<file path="config.mk">
export PLATFORM = sky130hd
export DESIGN_NAME = dsbs_top
export DESIGN_NICKNAME = d
export VERILOG_FILES = /design/src/rtl/dsbs_pkg.sv /design/src/rtl/dsbs_top.sv /design/src/rtl/dsbs_decoder.sv
export VERILOG_INCLUDE_DIRS = /design/src /design/src/rtl
export SDC_FILE = /design/constraint.sdc
export NUM_CORES = 1
export LEC_CHECK = 0
export BUFFER_PORTS_ARGS = -buffer_cell sky130_fd_sc_hd__buf_2
export CORE_MARGIN = 2
export CORE_UTILIZATION = 43
export DETAILED_ROUTE_END_ITERATION = 12
export PLACE_DENSITY = 0.72
export SYNTH_ARGS = -nofsm -noshare
export SYNTH_HDL_FRONTEND = slang
export SYNTH_SLANG_ARGS = --single-unit
</file>
<file path="constraint.sdc">
create_clock -name clk -period 1.38 [get_ports clk]
set_input_delay 0.138 -clock clk [delete_from_list [all_inputs] [get_ports clk]]
set_output_delay 0.138 -clock clk [all_outputs]
set_load 0.05 [all_outputs]
</file>
<file path="src/rtl/dsbs_defines.svh">
// offsets, field positions and reset values for the sector buffer steering
// assumes inclusion from the design files by bare name
//
// Notes on behaviour
// - control bit 2 enables the 4K boot rom for host reads.
// - control bit 6 marks write in progress, drives controller buffer ready.
// - control bit 7 drives the active-low controller reset.
// - control outputs are disabled while control_reg_disable is asserted.
// - drive status lines pass through to controller after a stepping command.
// - step, direction, write current, write gate inverted, one copy per drive.
// - controller interrupt raises the active-low priority 2 host interrupt.
// - each host read with rom enabled pulses the address advance.
// - buffer is four 2K by 8 rams, two even, two odd.
// - rams get eleven low address bits and shared read/write strobes.
// - controller select picks lower even ram and even transceiver.
// - byte toggle pulse flips even/odd state; odd picks odd ram and lane.
// - each word advances the counter; top bit selects upper ram pair.
// - controller request gates host dma word transfers; host ack inverted to decoder.
// - acknowledged host dma moves 16-bit words on two lane enables.
// - while controller owns the buffer the host bus is isolated.
`ifndef DSBS_DEFINES_SVH
`define DSBS_DEFINES_SVH
`define DSBS_CTRL_OFFSET   8'h0a
`define DSBS_BIT_DSEL0     0
`define DSBS_BIT_DSEL1     1
`define DSBS_BIT_BOOT      2
`define DSBS_BIT_HSEL_LO   3
`define DSBS_BIT_HSEL_HI   5
`define DSBS_BIT_WRITE     6
`define DSBS_BIT_RESET     7
`define DSBS_CTRL_RESET    8'h00
`define DSBS_ADDR_BITS     12
`define DSBS_RAM_ADDR_BITS 11
`endif

</file>
<file path="src/rtl/dsbs_pkg.sv">
// types shared by the sector buffer steering files
// assumes the defines header is visible on the include path
package dsbs_pkg;
	typedef logic [7:0] dsbs_byte_t;
	typedef enum logic [0:0] {dsbs_even, dsbs_odd} dsbs_lane_e;
endpackage

</file>
<file path="src/rtl/dsbs_top.sv">
// sector buffer steering: control register, drive glue, buffer addressing
// assumes host strobes are synchronous single-cycle-sampled levels on clk
`include "dsbs_defines.svh"
module dsbs_top
(
	// clock and reset
	input  wire logic               clk,
	input  wire logic               reset_n,
	// host register port
	input  wire logic               host_io_write,
	input  wire logic [7:0]         host_addr,
	input  wire dsbs_pkg::dsbs_byte_t host_wdata,
	input  wire logic               host_io_read_n,
	input  wire logic               host_dma_ack_n,
	input  wire logic               host_strobe_block,
	input  wire logic               dma_active,
	input  wire logic               control_reg_disable,
	// host data from rom
	input  wire dsbs_pkg::dsbs_byte_t rom_data,
	output dsbs_pkg::dsbs_byte_t    host_rdata_low,
	output logic                    host_rdata_low_oe_n,
	// register outputs
	output logic [1:0]              drive_select_n,
	output logic [2:0]              head_select_n,
	output logic                    boot_rom_enable,
	output logic                    boot_rom_cs_n,
	output logic                    write_in_progress,
	output logic                    controller_reset_n,
	// drive status in, controller status out
	input  wire logic               track_zero_n,
	input  wire logic               seek_done_n,
	input  wire logic               drive_ready_n,
	input  wire logic               drive_fault_n,
	input  wire logic               index_pulse_n,
	input  wire logic               step_cmd_loaded,
	output logic [4:0]              ctrl_status,
	// controller stepping outputs in, per-drive copies out
	input  wire logic               ctrl_step,
	input  wire logic               ctrl_dir,
	input  wire logic               reduced_write_current,
	input  wire logic               write_gate,
	output logic [1:0]              step_n,
	output logic [1:0]              dir_n,
	output logic [1:0]              rwc_n,
	output logic [1:0]              wgate_n,
	// interrupt
	input  wire logic               ctrl_irq,
	output logic                    host_irq_p2_n,
	// controller buffer side
	input  wire logic               buffer_request,
	input  wire logic               buffer_select_n,
	input  wire logic               byte_toggle_clk_n,
	input  wire logic               word_advance,
	input  wire logic               buf_write_n_src,
	input  wire logic               buf_read_n_src,
	output logic                    buffer_full_empty,
	output logic                    host_isolated,
	output logic                    rom_addr_advance,
	// buffer rams
	output logic [10:0]             ram_addr,
	output logic                    buf_write_strobe_n,
	output logic                    buf_read_strobe_n,
	output logic                    lo_even_sel_n,
	output logic                    hi_even_sel_n,
	output logic                    lo_odd_sel_n,
	output logic                    hi_odd_sel_n,
	output logic                    even_lane_en_n,
	output logic                    odd_lane_en_n,
	output logic                    host_low_lane_en_n,
	output logic                    host_high_lane_en_n
);
	import dsbs_pkg::*;

	parameter int ADDR_BITS = `DSBS_ADDR_BITS;

	////////////////////////////////////////////////////////////////////////
	dsbs_byte_t             ctrl_reg;
	dsbs_byte_t             next_ctrl_reg;
	logic [ADDR_BITS-1:0]   addr_cnt;
	logic [ADDR_BITS-1:0]   next_addr_cnt;
	dsbs_lane_e             lane;
	dsbs_lane_e             next_lane;
	logic                   rd_prev;
	logic                   tog_prev;
	logic                   status_gate;
	logic                   next_status_gate;
	logic                   rd_fall;
	logic                   tog_fall;
	logic [7:0]             dec_out;
	logic                   next_adv;

	assign rd_fall = rd_prev && !host_io_read_n;
	assign tog_fall = tog_prev && !byte_toggle_clk_n;

	always_comb
	begin
		next_ctrl_reg = ctrl_reg;
		if (host_io_write && host_addr == `DSBS_CTRL_OFFSET)
			next_ctrl_reg = host_wdata;
		next_lane = lane;
		if (tog_fall)
			next_lane = (lane == dsbs_even) ? dsbs_odd : dsbs_even;
		next_adv = boot_rom_enable && rd_fall;
		next_addr_cnt = addr_cnt;
		if (word_advance || next_adv)
			next_addr_cnt = addr_cnt + 1'b1;
		next_status_gate = status_gate;
		// a load in the same cycle as controller reset wins
		if (!controller_reset_n)
			next_status_gate = 1'b0;
		if (step_cmd_loaded)
			next_status_gate = 1'b1;
	end

	always_ff @(posedge clk or negedge reset_n)
	begin
		if (!reset_n)
		begin
			ctrl_reg <= `DSBS_CTRL_RESET;
			addr_cnt <= '0;
			lane <= dsbs_even;
			rd_prev <= 1'b1;
			tog_prev <= 1'b1;
			status_gate <= 1'b0;
			rom_addr_advance <= 1'b0;
		end
		else
		begin
			ctrl_reg <= next_ctrl_reg;
			addr_cnt <= next_addr_cnt;
			lane <= next_lane;
			rd_prev <= host_io_read_n;
			tog_prev <= byte_toggle_clk_n;
			status_gate <= next_status_gate;
			rom_addr_advance <= next_adv;
		end
	end

	////////////////////////////////////////////////////////////////////////
	// registered outputs; control outputs driven inactive when disabled
	always_ff @(posedge clk or negedge reset_n)
	begin
		if (!reset_n)
		begin
			drive_select_n <= 2'h3;
			head_select_n <= 3'h7;
			boot_rom_enable <= 1'b0;
			boot_rom_cs_n <= 1'b1;
			write_in_progress <= 1'b0;
			controller_reset_n <= 1'b0;
			ctrl_status <= 5'h1f;
			step_n <= 2'h3;
			dir_n <= 2'h3;
			rwc_n <= 2'h3;
			wgate_n <= 2'h3;
			host_irq_p2_n <= 1'b1;
			buffer_full_empty <= 1'b0;
			host_isolated <= 1'b0;
			host_rdata_low <= 8'h00;
			host_rdata_low_oe_n <= 1'b1;
			ram_addr <= 11'h000;
			buf_write_strobe_n <= 1'b1;
			buf_read_strobe_n <= 1'b1;
			{lo_even_sel_n, hi_even_sel_n, lo_odd_sel_n, hi_odd_sel_n,
			 even_lane_en_n, odd_lane_en_n, host_low_lane_en_n,
			 host_high_lane_en_n} <= 8'hff;
		end
		else
		begin
			if (control_reg_disable)
			begin
				drive_select_n <= 2'h3;
				head_select_n <= 3'h7;
				boot_rom_enable <= 1'b0;
				boot_rom_cs_n <= 1'b1;
				write_in_progress <= 1'b0;
				controller_reset_n <= 1'b1;
			end
			else
			begin
				drive_select_n <= ~ctrl_reg[`DSBS_BIT_DSEL1:`DSBS_BIT_DSEL0];
				head_select_n <= ~ctrl_reg[`DSBS_BIT_HSEL_HI:`DSBS_BIT_HSEL_LO];
				boot_rom_enable <= ctrl_reg[`DSBS_BIT_BOOT];
				boot_rom_cs_n <= !ctrl_reg[`DSBS_BIT_BOOT];
				write_in_progress <= ctrl_reg[`DSBS_BIT_WRITE];
				controller_reset_n <= !ctrl_reg[`DSBS_BIT_RESET];
			end
			// status held inactive until a stepping command is loaded
			ctrl_status <= status_gate ? {~seek_done_n, ~track_zero_n,
				~drive_fault_n, ~index_pulse_n, ~drive_ready_n} : 5'h00;
			// low only where the signal is set and that drive is selected
			step_n <= ~{2{ctrl_step}} | drive_select_n;
			dir_n <= ~{2{ctrl_dir}} | drive_select_n;
			rwc_n <= ~{2{reduced_write_current}} | drive_select_n;
			wgate_n <= ~{2{write_gate}} | drive_select_n;
			host_irq_p2_n <= !ctrl_irq;
			buffer_full_empty <= write_in_progress;
			host_isolated <= !buffer_select_n
				|| (host_strobe_block && !dma_active);
			host_rdata_low <= rom_data;
			host_rdata_low_oe_n <= !(boot_rom_enable && dma_active
				&& !host_io_read_n);
			ram_addr <= addr_cnt[`DSBS_RAM_ADDR_BITS-1:0];
			buf_write_strobe_n <= buf_write_n_src;
			buf_read_strobe_n <= buf_read_n_src;
			{lo_even_sel_n, hi_even_sel_n, lo_odd_sel_n, hi_odd_sel_n,
			 even_lane_en_n, odd_lane_en_n, host_low_lane_en_n,
			 host_high_lane_en_n} <= dec_out;
		end
	end

	////////////////////////////////////////////////////////////////////////
	dsbs_decoder u_dec
	(
		.buffer_select       (!buffer_select_n),
		.buffer_request      (buffer_request),
		.host_ack            (!host_dma_ack_n),
		.upper_byte_sel      (lane == dsbs_odd),
		.bank_msb            (addr_cnt[`DSBS_RAM_ADDR_BITS]),
		.lo_even_sel_n       (dec_out[7]),
		.hi_even_sel_n       (dec_out[6]),
		.lo_odd_sel_n        (dec_out[5]),
		.hi_odd_sel_n        (dec_out[4]),
		.even_lane_en_n      (dec_out[3]),
		.odd_lane_en_n       (dec_out[2]),
		.host_low_lane_en_n  (dec_out[1]),
		.host_high_lane_en_n (dec_out[0])
	);
endmodule

</file>
<file path="src/rtl/dsbs_decoder.sv">
// buffer chip select and lane decoder, combinational
// assumes all inputs synchronous and active high except noted
`include "dsbs_defines.svh"
module dsbs_decoder
(
	// access sources
	input  wire logic buffer_select,
	input  wire logic buffer_request,
	input  wire logic host_ack,
	input  wire logic upper_byte_sel,
	input  wire logic bank_msb,
	// selects, active low
	output logic      lo_even_sel_n,
	output logic      hi_even_sel_n,
	output logic      lo_odd_sel_n,
	output logic      hi_odd_sel_n,
	output logic      even_lane_en_n,
	output logic      odd_lane_en_n,
	output logic      host_low_lane_en_n,
	output logic      host_high_lane_en_n
);
	logic ctl_acc;
	logic dma_acc;

	always_comb
	begin
		// controller byte access has priority over host dma
		ctl_acc = buffer_select;
		dma_acc = !buffer_select && buffer_request && host_ack;
		lo_even_sel_n = 1'b1;
		hi_even_sel_n = 1'b1;
		lo_odd_sel_n = 1'b1;
		hi_odd_sel_n = 1'b1;
		even_lane_en_n = 1'b1;
		odd_lane_en_n = 1'b1;
		host_low_lane_en_n = 1'b1;
		host_high_lane_en_n = 1'b1;
		if (ctl_acc)
		begin
			if (!upper_byte_sel)
			begin
				lo_even_sel_n = bank_msb;
				hi_even_sel_n = !bank_msb;
				even_lane_en_n = 1'b0;
			end
			else
			begin
				lo_odd_sel_n = bank_msb;
				hi_odd_sel_n = !bank_msb;
				odd_lane_en_n = 1'b0;
			end
		end
		else if (dma_acc)
		begin
			lo_even_sel_n = bank_msb;
			hi_even_sel_n = !bank_msb;
			lo_odd_sel_n = bank_msb;
			hi_odd_sel_n = !bank_msb;
			host_low_lane_en_n = 1'b0;
			host_high_lane_en_n = 1'b0;
		end
	end
endmodule

</file>
---- Word-level counts from Yosys, hierarchy flattened ----
Index checks and enable logic that the tools add are counted.
operators by class
  equality and inequality tests ........... 2
  reductions and logical operators ........ 21
  bitwise operators ....................... 15
  $add $sub $neg .......................... 1
  multiplexer cells ....................... 25
operators with widths
  operator               count
  $mux 1                 22
  $add 12x1->12 const B  1
  $logic_not 1->1        10
  $not 2->2              5
  $logic_and 1x1->1      9
  $eq 8x4->1 const B     1
  $or 2x2->2             4
  $mux 5                 1
  $not 1->1              5
  $mux 3                 1
  $not 3->3              1
  $logic_or 1x1->1       2
  $mux 2                 1
  $ne 2x1->1 const B     1
word-level totals
  flip-flop bits (word level) ............. 79
  output and inout bits ................... 56

---- Depth between registers and ports, before layout ----
  depth after elaboration ................. 4
  gate-level depth with buffers ........... 4

---- Modules after synthesis ----
A second synthesis with hierarchy kept.
unflattened totals
  cells, all modules ...................... 167
  area total of the unflattened synthesis .. 2701.3 µm²
by module, submodules not included
  module        cells each  area each (µm²)  sequential area each (µm²)  times used
  dsbs_top      156         2613.8           2043.2                      1
  dsbs_decoder  11          87.6             0.0                         1

---- Least setup slack after synthesis ----
OpenSTA, ideal clock, no wires.
  kind .................................... flip-flop to flip-flop
  start ................................... register boot_rom_enable
  end ..................................... register addr_cnt[1]
  buffers on the path ..................... 0
  arrival time ............................ 1.485 ns
  cell stages (with the launch flop) ...... 5
  slack ................................... -0.230 ns
  period minus slack after synthesis ...... 1.610 ns
  cell sequence ........................... dfrtp_1 > nand3b_4 > clkinv_1 > nor2_1 > mux2_2
on the way
  cells in the longest elaborated chain, start to end .. 2
ends and longest elaborated chain
  item                    RTL line         source
  start, declared         dsbs_top.sv:25   output logic boot_rom_enable,
  start signal, assigned  dsbs_top.sv:183  boot_rom_enable <= ctrl_reg[`DSBS_BIT_BOOT];
  $logic_and 1x1->1       dsbs_top.sv:103  next_adv = boot_rom_enable && rd_fall;
  net next_adv            dsbs_top.sv:90   logic next_adv;
  $logic_or 1x1->1        dsbs_top.sv:105  if (word_advance || next_adv)
  end signal, assigned    dsbs_top.sv:130  addr_cnt <= next_addr_cnt;
  end, declared           dsbs_top.sv:79   logic [ADDR_BITS-1:0] addr_cnt;
The timed path passes the listed nets, and every way through them passes these cells.
A chain may end at the register's enable or synchronous reset.

---- Worst setup path after layout ----
Same ends and word-level chain as after synthesis.

==> run summary <==
Setup slack, reg-to-reg -> 0.06 ns
Largest net degree at the start of global routing -> 31
Req. time, crit path -> 1.61 ns
Clk pwr share -> 29.0%
Tot Pwr -> 6000 uW
Pre-antenna DRT Iters -> 4
Syn Area/Cell -> 16.5 um^2
PwrDens -> 1540 mW/mm^2
Setup Slack @ Placement -> 0.0508 ns
Count of cell types in the netlist -> 31
Die width -> 83.6 um
Drt drc -> 0
# fillers -> 498
Yosys reg bits -> 79
Die Y -> 83.6 um
Max FFs per register -> 12
Worst skew pair latency -> 0.34 ns
Ys Warns -> 0
Ant diodes -> 0
CTS sink cnt -> 79
1st-iter DRT viols -> 32
Switching share of power -> 33.0%
Most frequent cell after synthesis -> dfrtp_1
DP HPWL -> 3490 um
Min Tclk post-route -> 1.32 ns
Rel. slew slack -> 77.4%
Sequential share of the synthesized area -> 74.0%
Grt met3 use -> 3.66%
Final setup vio count -> 0
Global-route wire length before repair -> 8970 um
Core ar. -> 0.00624 mm^2
Clock buffer depth -> 2
Largest Register -> addr_cnt
Layout Nets -> 360
Post-route setup slack -> 0.0641 ns
Clock skew after layout -> 0.00829 ns
CP Cell Sequence -> nand3b_4 -> clkinv_2 -> nor2_4 -> mux2_2
CP max stage delay -> 0.43 ns
Met1 usage -> 22.1%
Placed cell areas -> 0.00340 mm^2
RSZ-0062 raised after global routing -> false
Starting Density -> 43.7%
CTS tree -> done
Total CTS buffers -> 9
Tcrit/Tclk final -> 95.4%
WL final -> 5450 um
DRT antenna net count -> 0
Slowest cell on the critical path -> dfrtp_2
Flop pwr share -> 47.7%
Vias in the first global route -> 1,857
Worst Max-Slew Pin Slew -> 0.339 ns
Top flop regs -> addr_cnt (12), ram_addr (11)
Sw power -> 1980 uW
Status -> finished clean
VDD IR-drop max -> 0.906 mV
FFs w/ async S/R, synth -> 100%
Clock transition at the registers of the reported paths -> 0.08 ns
Startpoint Class -> register
Avg Vias per Cell -> 4.57
CTS root buf -> clkbuf_8
Top FF cell, synth -> dfrtp_1
Share of the synthesized area in the top cell type -> 43.1%
Leakage power -> 0.00183 uW
WS Path Type -> reg -> reg
Yosys top cell by area -> dfrtp_1
TNS Setup -> 0 ns
Crit end category -> register
Vias -> 1,790
Fin area -> 0.00390 mm^2
Pint -> 4020 uW
Overflow after GRT -> 0
Busiest layer in global routing -> met2
Antenna violations before repair -> 0
Commonest cells post-synth -> 47 x dfrtp_1, 32 x dfstp_2, 19 x nand2b_1
Mapped Nets -> 215
CP arrival -> 1.54 ns
Syn Std Cell Area -> 0.00273 mm^2
H-tree depth -> 3
Synth Instances -> 165
Hold Path Class -> in -> reg
Fin. Hold Viols -> 0
Die area -> 0.00699 mm^2
Syn-to-layout area delta -> 43.0%
GR Layer Usage met2 -> 25.1%
Max Cap Viol -> 0
Ports -> 105
Port bufs -> 104
Combinational share of power -> 23.3%
Layout cells sized above 1 -> 56.5%
FP Rows -> 29
GRT Overall Usage -> 16.5%
EDFF count, synth -> 0
Top cells by area, synth -> dfrtp_1 43%, dfstp_2 31%, nand2b_1 4.4%, mux2_2 3.7%, xnor2_1 2.6%
Crit Path Max Fanout -> 8
Gpl congestion -> 0.765
Drt wl/cell -> 13.9 um
Highest Clock Rate -> 760 MHz
Slew Viols, Final -> 0
WHS -> 0.0186 ns
==> kinds of logic after synthesis <==
group	synth area share, %
compound gates	5.09
buf+inv	1.15
simple gates	11.7
xor+xnor	3.85
flops	74.0
mux	3.72
fa+ha+maj	0.459
==> critical path, delay by kind of cell, from the launching register on <==
kind / cells / cell delay [ns]
AND/OR/NAND/NOR: 2 / 0.28
buffers and inverters: 1 / 0.16
flip-flops: 1 / 0.43
multiplexers: 1 / 0.33
==> through the flow <==
step                util (%)  cells
floorplan                  -    165
global placement        54.5    349
detailed placement      54.5    349
CTS                     62.1    391
global route            62.5    392
finish                  62.5    392
==> layout by cell type, fill, tap and decap left out, types with 2 or more instances in the layout <==
cell / instances
a2111oi_4: 3
and3_1: 2
buf_12: 2
buf_2: 103
buf_4: 5
clkbuf_16: 2
clkbuf_8: 10
clkinv_2: 2
dfrtp_1: 46
dfstp_2: 32
dlygate4sd3_1: 26
inv_1: 3
mux2_2: 9
nand2_1: 5
nand2b_1: 19
nand3_1: 2
nand3b_1: 2
nand4_1: 2
nor2b_1: 6
o2111ai_1: 5
o21ai_0: 2
xnor2_1: 8
xor2_1: 4
==> path summary, 6_finish.rpt <==
path                                                 endpoint                       from  cells past startpoint
worst min-delay path                  ctrl_reg[4]$_DFFE_PN0P_              host_wdata[4]                      2
worst min register to register    drive_select_n[0]$_DFF_PN1_    ctrl_reg[0]$_DFFE_PN0P_                      1
worst max register to register        addr_cnt[1]$_DFFE_PN0P_  boot_rom_enable$_DFF_PN0_                      4
min in group asynchronous             ctrl_reg[7]$_DFFE_PN0P_                    reset_n                      2
worst max-delay path                  addr_cnt[1]$_DFFE_PN0P_  boot_rom_enable$_DFF_PN0_                      4
max in group asynchronous       host_high_lane_en_n$_DFF_PN1_                    reset_n                      3
==> layer usage <==
| metal | up-vias | share of wire (%) |
|---|---|---|
| met4 | 0 | 2.9 |
| met3 | 14 | 6.6 |
| met2 | 75 | 48 |
| li1 | 851 | - |
| met5 | - | 0 |
| met1 | 850 | 42 |
==> layout make-up <==
class,count,area [um^2],share of cell area [%]
Clock buffer,13,191,4.91
Clock inverter,3,21.3,0.546
Multi-Input combinational cell,79,698,17.9
Inverter,5,20.0,0.513
Tap cell,77,96.3,2.47
Timing Repair Buffer,136,853,21.9
Sequential cell,79,2020,51.8
==> power groups by stage <==
stage / combinational (uW) / clock, uW / sequential (uW)
global placement: 1330 / 0 / 2900
global route: 1490 / 1870 / 2920
floorplan: 284 / 0 / 3530
detailed placement: 1350 / 0 / 2910
CTS: 1410 / 1790 / 2870
finish: 1400 / 1740 / 2870
==> repair_timing <==
action	4_1_cts	5_1_grt
gates resized for setup	0	2
setup endpoints to repair	0	3
hold buffers	26	0
buffers inserted	0	1
hold endpoints to repair	52	0
(Power assumes the default switching activity.)
